==> src/hdl/mist_pkg.sv <==
package mist_pkg;

    // ------------------------------------------------------------
    // Register map (word aligned byte addresses)
    // ------------------------------------------------------------
    localparam logic [7:0] ADDR_TBC = 8'h00;
    localparam logic [7:0] ADDR_EDGE = 8'h04;
    localparam logic [7:0] ADDR_ENA = 8'h08;
    localparam logic [7:0] ADDR_FLAG = 8'h0c;
    localparam logic [7:0] ADDR_GRP = 8'h10;
    localparam logic [7:0] ADDR_CTRL = 8'h14;

    // ------------------------------------------------------------
    // Time base control fields
    // ------------------------------------------------------------
    localparam logic [7:0] TBC_RESET = 8'h37;
    localparam int TBC_RUN_BIT = 7;
    localparam int TBC_CKSEL_BIT = 6;
    localparam int TBC_P1_LSB = 4;
    localparam int TBC_LP_BIT = 3;
    localparam int TBC_P0_LSB = 0;
    localparam int TB1_BASE_LOG2 = 12;
    localparam int TB0_BASE_LOG2 = 8;
    localparam int SYS_DIV = 4;
    localparam int TB_CNT_W = 16;

    // ------------------------------------------------------------
    // Edge select codes, two bits per pin
    // ------------------------------------------------------------
    localparam logic [1:0] EDGE_OFF = 2'h0;
    localparam logic [1:0] EDGE_RISE = 2'h1;
    localparam logic [1:0] EDGE_FALL = 2'h2;
    localparam logic [1:0] EDGE_BOTH = 2'h3;

    // ------------------------------------------------------------
    // Flag / enable bit positions
    // ------------------------------------------------------------
    localparam int N_EXT = 4;
    localparam int N_GRP = 6;
    localparam int B_CMP0 = 4;
    localparam int B_CMP1 = 5;
    localparam int B_CONV = 6;
    localparam int B_TB0 = 7;
    localparam int B_TB1 = 8;
    localparam int B_GRP = 9;
    localparam int N_SRC = 15;
    localparam int CTRL_GIE_BIT = 0;
    localparam int CTRL_SFULL_BIT = 1;
    localparam int CTRL_LP_BIT = 2;

endpackage

==> src/hdl/mist_core.sv <==
// Operation
// - External pin flag sets on the edge type chosen for that pin.
// - External pin vector taken only with global and pin enables set.
// - Edge select per pin: rising, falling, both, or function off.
// - Pin acts as interrupt input only while its enable bit is set.
// - Servicing external pin clears its flag and the global enable.
// - Pull-high selection stays in force while pin used for interrupts.
// - Each of two comparator flags sets on any output change.
// - Comparator vector needs global enable and that comparator's enable.
// - Servicing comparator clears its flag and the global enable.
// - Six multi-function groups merge peripheral source requests.
// - Group flag sets when any included source raises its flag.
// - Group vector only while enabled and stack not full; else waits.
// - Servicing clears group flag and global enable; software clears sources. Here the group flag stays set while any masked source flag is high.
// - Conversion done sets flag; vector needs global and converter enables.
// - Servicing converter clears its flag and the global enable.
// - Each time base sets its flag on overflow; vector needs enables.
// - Servicing a time base clears its flag and the global enable.
// - Time base clock passes a divider chosen by control bits.
// - Control bit 7 runs or stops the one counter feeding both time bases.
// - Control bit 6 picks dedicated clock or system clock over four.
// - Bits 5:4 give time base one period 4096 to 32768 ticks.
// - Control bit 3 enables slow crystal low-power mode.
// - Flags other than external pin flags set regardless of enable; a newly set flag wakes the device.
`timescale 1ns/100ps
`default_nettype none

module mist_core #(
    parameter int TB_CNT_W = mist_pkg::TB_CNT_W
) (
    input wire logic clk_in,
    input wire logic sys_rst_in,
    input wire logic [7:0] avs_address_in,
    input wire logic avs_read_in,
    input wire logic avs_write_in,
    input wire logic [31:0] avs_writedata_in,
    output logic [31:0] avs_readdata_out,
    output logic avs_waitrequest_out,
    input wire logic [3:0] ext_irq_pins_in,
    input wire logic [3:0] pin_pull_high_in,
    input wire logic [1:0] cmp_out_in,
    input wire logic conv_done_in,
    input wire logic tbase_clk_in,
    input wire logic [29:0] grp_src_flags_in,
    input wire logic [5:0] grp_src_mask_in,
    input wire logic stack_full_in,
    input wire logic irq_ack_in,
    output logic [14:0] irq_pending_out,
    output logic irq_req_out,
    output logic [3:0] irq_src_out,
    output logic wake_out,
    output logic [3:0] pin_pull_high_out,
    output logic slow_xtal_low_power_out
);

    // ------------------------------------------------------------
    // State
    // ------------------------------------------------------------
    typedef struct packed {
        logic [3:0] pin_s1;
        logic [3:0] pin_s2;
        logic [3:0] pin_s3;
        logic [1:0] cmp_s1;
        logic [1:0] cmp_s2;
        logic [1:0] cmp_s3;
        logic [2:0] done_s;
        logic [2:0] tbc_s;
        logic [7:0] tbc;
        logic [7:0] edge_select_reg;
        logic [14:0] enables;
        logic [14:0] flags;
        logic global_irq_enable;
        logic [1:0] sys_div;
        logic [TB_CNT_W-1:0] tb_cnt;
        logic [TB_CNT_W-1:0] tb_cnt_old;
        logic irq_req;
        logic [3:0] irq_src;
        logic [14:0] pending;
        logic wake;
        logic [31:0] rdata;
        logic wait_n;
        logic busy;
    } mist_state_t;

    mist_state_t st_q;
    mist_state_t st_d;

    // Index of the lowest pending set bit; low index wins
    function automatic logic [3:0] mist_first(input logic [14:0] v);
        logic [3:0] idx;
        idx = 4'h0;
        for (int i = mist_pkg::N_SRC - 1; i >= 0; i--) begin
            if (v[i]) begin
                idx = 4'(i);
            end
        end
        return idx;
    endfunction

    // Divider tap for a period of 2**n ticks
    function automatic logic tb_tap(input logic [TB_CNT_W-1:0] c, input int n);
        return c[n - 1];
    endfunction

    logic [3:0] pin_rise;
    logic [3:0] pin_fall;
    logic [3:0] pin_hit;
    logic [1:0] cmp_chg;
    logic tb_tick;
    logic tb0_ovf;
    logic tb1_ovf;
    logic [14:0] set_ev;
    logic [14:0] svc_clr;
    logic [14:0] sw_clr;
    logic [14:0] ready;
    logic hit;
    int p0;
    int p1;

    always_comb begin
        st_d = st_q;
        // Two-flop sync, third stage only feeds edge detection
        st_d.pin_s1 = ext_irq_pins_in;
        st_d.pin_s2 = st_q.pin_s1;
        st_d.pin_s3 = st_q.pin_s2;
        st_d.cmp_s1 = cmp_out_in;
        st_d.cmp_s2 = st_q.cmp_s1;
        st_d.cmp_s3 = st_q.cmp_s2;
        st_d.done_s = {st_q.done_s[1:0], conv_done_in};
        st_d.tbc_s = {st_q.tbc_s[1:0], tbase_clk_in};

        // ------------------------------------------------------------
        // Event detection
        // ------------------------------------------------------------
        pin_rise = st_q.pin_s2 & ~st_q.pin_s3;
        pin_fall = ~st_q.pin_s2 & st_q.pin_s3;
        for (int i = 0; i < mist_pkg::N_EXT; i++) begin
            case (st_q.edge_select_reg[2*i +: 2])
                mist_pkg::EDGE_RISE: pin_hit[i] = pin_rise[i];
                mist_pkg::EDGE_FALL: pin_hit[i] = pin_fall[i];
                mist_pkg::EDGE_BOTH: pin_hit[i] = pin_rise[i] | pin_fall[i];
                default: pin_hit[i] = 1'b0;
            endcase
        end
        // Pin only acts as interrupt input while enabled
        pin_hit = pin_hit & st_q.enables[3:0];
        cmp_chg = st_q.cmp_s2 ^ st_q.cmp_s3;

        // ------------------------------------------------------------
        // Time base
        // ------------------------------------------------------------
        st_d.sys_div = st_q.sys_div + 2'h1;
        tb_tick = st_q.tbc[mist_pkg::TBC_CKSEL_BIT] ? (st_q.sys_div == 2'(mist_pkg::SYS_DIV - 1))
                                                     : (st_q.tbc_s[1] & ~st_q.tbc_s[2]);
        st_d.tb_cnt_old = st_q.tb_cnt;
        if (!st_q.tbc[mist_pkg::TBC_RUN_BIT]) begin
            st_d.tb_cnt = '0;
        end else if (tb_tick) begin
            st_d.tb_cnt = st_q.tb_cnt + 1'b1;
        end
        p0 = mist_pkg::TB0_BASE_LOG2 + int'(st_q.tbc[mist_pkg::TBC_P0_LSB +: 3]);
        p1 = mist_pkg::TB1_BASE_LOG2 + int'(st_q.tbc[mist_pkg::TBC_P1_LSB +: 2]);
        // Overflow when the selected tap falls
        tb0_ovf = tb_tap(st_q.tb_cnt_old, p0) & ~tb_tap(st_q.tb_cnt, p0);
        tb1_ovf = tb_tap(st_q.tb_cnt_old, p1) & ~tb_tap(st_q.tb_cnt, p1);

        // ------------------------------------------------------------
        // Flags
        // ------------------------------------------------------------
        set_ev = '0;
        set_ev[3:0] = pin_hit;
        set_ev[mist_pkg::B_CMP0] = cmp_chg[0];
        set_ev[mist_pkg::B_CMP1] = cmp_chg[1];
        set_ev[mist_pkg::B_CONV] = st_q.done_s[1] & ~st_q.done_s[2];
        set_ev[mist_pkg::B_TB0] = tb0_ovf;
        set_ev[mist_pkg::B_TB1] = tb1_ovf;
        for (int g = 0; g < mist_pkg::N_GRP; g++) begin
            // Source flags remain owned by the peripherals
            set_ev[mist_pkg::B_GRP + g] = |(grp_src_flags_in[5*g +: 5]) & grp_src_mask_in[g];
        end

        ready = st_q.flags & st_q.enables;
        hit = st_q.global_irq_enable & (|ready) & ~stack_full_in;
        svc_clr = '0;
        if (irq_ack_in && st_q.irq_req) begin
            svc_clr[st_q.irq_src] = 1'b1;
        end
        sw_clr = '0;
        // Writes land in the answer cycle, when the master sees waitrequest low
        if (avs_write_in && st_q.wait_n && avs_address_in == mist_pkg::ADDR_FLAG) begin
            sw_clr = ~avs_writedata_in[14:0];
        end
        // Set wins over any clear
        st_d.flags = (st_q.flags & ~svc_clr & ~sw_clr) | set_ev;
        st_d.wake = |(set_ev & ~st_q.flags);

        st_d.irq_req = hit & ~(irq_ack_in & st_q.irq_req);
        st_d.irq_src = mist_first(ready);
        st_d.pending = ready;
        if (irq_ack_in && st_q.irq_req) begin
            st_d.global_irq_enable = 1'b0;
        end

        // ------------------------------------------------------------
        // Avalon slave: one wait cycle, then answer
        // ------------------------------------------------------------
        st_d.wait_n = (avs_read_in | avs_write_in) & ~st_q.wait_n;
        st_d.busy = ~st_d.wait_n;
        st_d.rdata = '0;
        if (avs_write_in && st_q.wait_n) begin
            case (avs_address_in)
                mist_pkg::ADDR_TBC: st_d.tbc = avs_writedata_in[7:0];
                mist_pkg::ADDR_EDGE: st_d.edge_select_reg = avs_writedata_in[7:0];
                mist_pkg::ADDR_ENA: st_d.enables = avs_writedata_in[14:0];
                mist_pkg::ADDR_CTRL: begin
                    if (!(irq_ack_in && st_q.irq_req)) begin
                        st_d.global_irq_enable = avs_writedata_in[mist_pkg::CTRL_GIE_BIT];
                    end
                end
                default: st_d.tbc = st_d.tbc;
            endcase
        end
        if (avs_read_in && !st_q.wait_n) begin
            case (avs_address_in)
                mist_pkg::ADDR_TBC: st_d.rdata = {24'h0, st_q.tbc};
                mist_pkg::ADDR_EDGE: st_d.rdata = {24'h0, st_q.edge_select_reg};
                mist_pkg::ADDR_ENA: st_d.rdata = {17'h0, st_q.enables};
                mist_pkg::ADDR_FLAG: st_d.rdata = {17'h0, st_q.flags};
                mist_pkg::ADDR_GRP: st_d.rdata = {26'h0, st_q.flags[mist_pkg::B_GRP +: 6]};
                mist_pkg::ADDR_CTRL: st_d.rdata = {29'h0, st_q.tbc[mist_pkg::TBC_LP_BIT],
                                                   stack_full_in, st_q.global_irq_enable};
                default: st_d.rdata = '0;
            endcase
        end

        if (sys_rst_in) begin
            st_d = '0;
            st_d.busy = 1'b1;
            st_d.tbc = mist_pkg::TBC_RESET;
        end
    end

    always_ff @(posedge clk_in) begin
        st_q <= st_d;
    end

    // ------------------------------------------------------------
    // Outputs
    // ------------------------------------------------------------
    logic [3:0] pull_q;
    logic lp_q;
    always_ff @(posedge clk_in) begin
        if (sys_rst_in) begin
            pull_q <= 4'h0;
            lp_q <= 1'b0;
        end else begin
            // Pull-ups pass through regardless of interrupt use
            pull_q <= pin_pull_high_in;
            lp_q <= st_q.tbc[mist_pkg::TBC_LP_BIT];
        end
    end

    assign avs_readdata_out = st_q.rdata;
    assign avs_waitrequest_out = st_q.busy;
    assign irq_pending_out = st_q.pending;
    assign irq_req_out = st_q.irq_req;
    assign irq_src_out = st_q.irq_src;
    assign wake_out = st_q.wake;
    assign pin_pull_high_out = pull_q;
    assign slow_xtal_low_power_out = lp_q;

endmodule

`default_nettype wire

==> config.mk <==
export PLATFORM = sky130hd
export DESIGN_NAME = mist_core
export DESIGN_NICKNAME = d
export VERILOG_FILES = /design/src/hdl/mist_pkg.sv /design/src/hdl/mist_core.sv
export SDC_FILE = /design/constraint.sdc
export NUM_CORES = 1
export LEC_CHECK = 0
export BUFFER_PORTS_ARGS = -buffer_cell sky130_fd_sc_hd__buf_2
export CAP_MARGIN = 10
export CORE_MARGIN = 2
export CORE_UTILIZATION = 50
export CTS_BUF_LIST = sky130_fd_sc_hd__clkbuf_8
export DETAILED_ROUTE_END_ITERATION = 10
export GPL_ROUTABILITY_DRIVEN = 0
export GPL_TIMING_DRIVEN = 0
export MAX_ROUTING_LAYER = met4
export PLACE_DENSITY = 0.75
export SYNTH_ARGS = -nofsm -noshare
export SYNTH_HDL_FRONTEND = slang
export SYNTH_SLANG_ARGS = --single-unit
==> constraint.sdc <==
create_clock -name clk_in -period 6.7 [get_ports clk_in]
set_input_delay 1.005 -clock clk_in [delete_from_list [all_inputs] [get_ports clk_in]]
set_output_delay 1.005 -clock clk_in [all_outputs]
set_load 0.03 [all_outputs]
### Yosys cells after proc, flatten, opt, wreduce, memory -nomap -nowiden

Cells that the tools add are included.

* $add $sub $neg: 6
* $lt $le $gt $ge: 4
* equal/unequal tests: 18
* mux-type cells: 40
* bitwise operators: 45
* reductions and logical operators: 24

Operators with widths (number)
* 15-bit one-hot mux with 6 select lines: 1
* 15-bit bitwise AND: 4
* 15-bit NOT: 4
* 5-bit OR reduction: 7
* 15-bit two-way mux: 2
* 15-bit OR reduction: 2
* 4-bit two-way mux: 7
* 2-bit equality test (second input constant): 9
* 16-bit by 1-bit adder with 16-bit output (second input constant): 1
* 1-bit binary-select mux with 4-bit select: 4
* 8-bit by 4-bit equality test with 1-bit output (second input constant): 2
* 8-bit by 5-bit equality test with 1-bit output (second input constant): 2
* 1-bit bitwise AND: 15
* 1-bit two-way mux: 15
* 15-bit bitwise OR: 1
* 4-bit bitwise AND: 3
* 6-bit < comparator (second input constant): 2
* 3-bit two-way mux: 4
* 1-bit one-hot mux with 3 select lines: 4
* 5-bit by 1-bit subtractor with 6-bit output (second input constant): 2
* 1-bit NOT: 10
* 9-bit OR reduction: 1
* 2-bit by 1-bit equality test with 1-bit output (second input constant): 4
* 8-bit by 3-bit equality test with 1-bit output (second input constant): 1
* 16 further kinds: 30

* bits in registers: 165
* input port bits: 94
* output and inout bits: 59
* logic and storage cells: 165

### Longest topological paths before layout

* depth in word-level cells: 15
* gate-level depth with buffers: 9

### Worst setup path before layout

OpenSTA, ideal clock, no wires.

* path type: in2reg
* start point: input port grp_src_flags_in[5]
* end point: register st_q, in the netlist wake_out
* library setup time: 136 ps
* arrival time: 2711 ps
* data required time: 6564 ps
* slack: 3853 ps
* stages: 6
* cells stage by stage: or4_1 o21ai_2 o22ai_1 or4b_1 o41ai_2 o311ai_1

* word-level cells in the longest chain between the ends: 4

RTL lines
* start, declared: RTL line mist_core.sv:44 `input wire logic [29:0] grp_src_flags_in,`
* 5-bit OR reduction: RTL line mist_core.sv:179 `set_ev[mist_pkg::B_GRP + g] = |(grp_src_flags_in[5*g +: 5]) & grp_src_mask_in[g];`
* 1-bit bitwise AND: RTL line mist_core.sv:179
* 15-bit bitwise AND: RTL line mist_core.sv:195 `st_d.wake = |(set_ev & ~st_q.flags);`
* 15-bit OR reduction: RTL line mist_core.sv:195
* end signal, assigned: RTL line mist_core.sv:244 `st_q <= st_d;`
* end, declared: RTL line mist_core.sv:85 `mist_state_t st_q;`

Every way passes these cells.
A chain may end at the register's enable or synchronous reset.

### Final worst setup path

* start point: input port avs_address_in[0]
* end point: register st_q[130] (netlist bit)

* word-level cells in the longest chain between the ends: 2

RTL lines
* start, declared: RTL line mist_core.sv:33 `input wire logic [7:0] avs_address_in,`
* 8-bit logical NOT: RTL line mist_core.sv:211 `case (avs_address_in)`
* 2-bit AND reduction (no line)

Every way passes these cells.

==> results.md <==
- Half-perimeter wire length after placement: between 10000 and 15000 um
- I/O Buffers: 115
- Clock Tree Buf Depth: 2
- Final hold violation count: 0
- Clock Latency Late Sink: about 0.45 ns
- ANT cells: 0
- #FFs+latches synth: approximately 140
- Outcome: finished, final reports clean
- CP Buf/Inv Count: 2
- Placed cells: slightly above 1000
- Synth top area share: approximately 46%
- Hold_ws: 0.4256 ns
- Grt met3 use: 4.982%
- Synth async-reset ratio: 0%
- Synth-to-layout area growth: 20.41%
- Highest Clock Rate: approximately 0.36 GHz
- Die H: 116.5 um
- Final ANT Viol Nets: 0
- CTS root buf: clkbuf_8
- Rows: between 40 and 50
- DRC violation total after the first TritonRoute iteration: 330
- Final setup viols: 0
- Total number of vias: between 5000 and 6000
- Num Clock Sinks: approximately 140
- PD cells: about 230 nW/um^2
- Hold path cells: 1
- Leading area contributor after synthesis: dfxtp_1
- Pwr Total: 0.001725 W
- R2R depth: 9
- Number of global-route vias before repair: about 4800
- Post-CTS Hold Buffers: 0
- Min cycle time layout: between 2 and 3 ns
- Finished Core Util: between 60% and 70%
- Crit-path slowest cell: or4_1
- Worst hold start: st_q[87]$_SDFF_PP0_
- Slew Limit Fails: 0
- Register-to-register setup slack: 4.35 ns
- Synth Area per Inst: between 8 and 9 sq um
- CP startpoint kind: primary input
- IO Pins: 153
- Hold Path Sink: st_q[87]$_SDFF_PP0_
- Crit-path cells: buf_2 -> or4_1 -> nor3_2 -> nand2b_1 -> nor3_2 -> buf_4 -> mux2i_1 -> nand2_1
- Total CTS buffers: 17
- Worst slew margin: roughly 55%
- Post-synth EDFFs: 0
- DR DRC count: 0
- Final setup TNS: 0 ns
- RSZ-0062 raised after global routing: false
- Effective utilization at floorplan: 50.80%
- Layout Cells excl Fill: between 1000 and 1500
- Hold Path Class: reg -> reg
- Grt met1 use: between 20% and 30%
- Sequential share of the synthesized area: 45.52%
- Delay-heaviest family, CP: simple AND/OR/NAND/NOR gates
- Core Area: around 12000 sq um
- Crit. End Element: flip-flop
- CP Class: in -> reg
- Clock skew: 0.005828 ns
- CP max stage delay: about 0.55 ns
- Worst r2r dst: wake_out$_SDFF_PP0_
- DR pass1 iterations: 5
- GRT met2 Usage: approximately 38%
- Worst path arrival time: 3.10 ns
- Cells after Synth: approximately 700
- Die ar.: 13580 sq um
- Total global routing overflow: 0
- Initial antenna violation count: 0
- Yosys cell types: between 60 and 70
- Max_cap viols: 0
- H-tree depth: 4
- Peak VDD IR: 0.1573 mV
- Postcts setup bufs: 0
- Synth area leaders: dfxtp_1 46%, buf_4 6.4%, nand2_1 5.1%
- Worst r2r src: st_q[129]$_SDFFE_PP1P_
- Largest net degree at the start of global routing: 17
- Dominant synthesized flop cell: dfxtp_1
- CP dominant cell by count: nor3_2
- Post-CTS sizing: 0
- Die W: about 120 um
- Worst Max-Slew Pin Slew: 0.6813 ns
- Final period util: ~41%
- Synth warnings: 0
- Critical path required time: between 7 and 8 ns
- Post-Route WL: roughly 15000 um
- First-pass GRT wire length: between 20000 and 25000 um
- Syn Std Cell Area: between 6000 and 7000 sq um
- TritonCTS clock tree: built
- WL per Instance: between 10 and 15 um
- Layer with the highest usage: met2
- Layout cell share with drive strength beyond 1: about a quarter
- Final net count: roughly 960
- CP Max Fanout: 10
- Clk slew on worst S/H paths: about 0.08 ns
- Total GRT Usage: 23.48%
- Fill count: ~1100
- Lkg Pwr: approximately 3.2 nW
- Vias per cell: 5.102
==> layout make-up <==
type                            count  area, sq um  area share (%)
Sequential cell                   144         2883           37.81
Timing Repair Buffer              115        575.6           7.548
Inverter                           25        93.84           1.231
Clock buffer                       21        289.0           3.791
Clock inverter                     11        152.6           2.002
Multi-Input combinational cell    477         2897           37.99
Tap cell                          172        215.2           2.822
Buffer                             78        519.2           6.810
==> power by group <==
| part | internal [W] | switching [W] |
|---|---|---|
| Combinational | 0.0000440 | 0.0000636 |
| Sequential | 0.000869 | 0.00000985 |
| Clock | 0.000410 | 0.000329 |
| Total | 0.00132 | 0.000402 |
==> routing by layer <==
layer	wire length [um]	part of all wire [%]
met5	0	0
met4	402	2.7
met2	7006	46
met3	1022	6.8
met1	6648	44
==> kinds of logic (layout without fill, tap and decap cells) <==
kind of cell,after synthesis,after routing,share of synthesized area [%]
AO/OA/AOI/OAI,124,124,13.08
XOR/XNOR,18,18,2.490
adder cells (fa/ha/maj),12,12,2.371
buffers and inverters,103,250,9.682
flip-flops,144,144,45.52
multiplexers,24,24,4.209
other,1,17,0.05922
AND/OR/NAND/NOR,282,282,22.58
==> cells in the final DEF (no fill, tap or decap), types with 3 or more instances in the layout <==
| master | instances |
|---|---|
| a221oi_1 | 5 |
| nor2b_1 | 43 |
| a31oi_1 | 7 |
| inv_1 | 24 |
| o221ai_1 | 15 |
| nor3_1 | 4 |
| dfxtp_1 | 144 |
| clkinvlp_4 | 3 |
| mux2i_1 | 21 |
| nor2_1 | 78 |
| nand3b_1 | 4 |
| a22oi_1 | 9 |
| a21oi_1 | 46 |
| buf_4 | 54 |
| o22ai_1 | 4 |
| or4_1 | 6 |
| nand2_1 | 86 |
| conb_1 | 17 |
| o21ai_0 | 12 |
| nand3_1 | 12 |
| bufinv_16 | 3 |
| nand4_1 | 5 |
| xnor2_1 | 10 |
| clkbuf_1 | 18 |
| nand2b_1 | 5 |
| ha_1 | 12 |
| o211ai_1 | 6 |
| xor2_1 | 8 |
| and3_1 | 7 |
| a41oi_1 | 3 |
| clkbuf_8 | 23 |
| nor3b_1 | 10 |
| buf_2 | 118 |
==> cell usage after synthesis, types with 7 or more instances <==
master	count
ha_1	12
nor3b_1	10
a21oi_1	46
o21ai_0	12
nand2_1	86
buf_4	54
nor2_1	78
mux2i_1	21
clkbuf_1	18
nor2b_1	43
dfxtp_1	144
xor2_1	8
inv_1	24
a22oi_1	9
and3_1	7
nand3_1	12
xnor2_1	10
o221ai_1	15
a31oi_1	7
==> state kept, by name, indices dropped and copies added (netlist names) <==
signal                   cells
slow_xtal_low_power_out      1
irq_req_out                  1
irq_src_out                  4
pin_pull_high_out            4
wake_out                     1
st_q                       102
avs_readdata_out            15
irq_pending_out             15
avs_waitrequest_out          1
==> worst max-delay path by stage <==
| stage | cells past startpoint | slack (ns) | end | startpoint |
|---|---|---|---|---|
| 2_1_floorplan | 6 | 3.85 | wake_out$_SDFF_PP0_ | grp_src_flags_in[5] |
| 3_3_place_gp | 8 | 3.49 | st_q[116]$_SDFFE_PP0P_ | avs_address_in[0] |
| 3_5_place_dp | 8 | 3.47 | st_q[130]$_SDFFE_PP1P_ | avs_address_in[0] |
| 4_1_cts | 8 | 3.95 | st_q[130]$_SDFFE_PP1P_ | avs_address_in[0] |
| 5_1_grt | 8 | 3.79 | st_q[135]$_SDFFE_PP0P_ | avs_address_in[0] |
| 6_report | 8 | 3.94 | st_q[130]$_SDFFE_PP1P_ | avs_address_in[0] |
==> stage by stage <==
stage / instance area [sq um] / setup WS, ns
finish: 7625 / 3.936
floorplan: 6392 / 3.853
global route: 7625 / 3.786
detailed placement: 7183 / 3.466
CTS: 7625 / 3.947
global placement: 7183 / 3.486
Note: power is estimated with default switching activity, not from simulation.
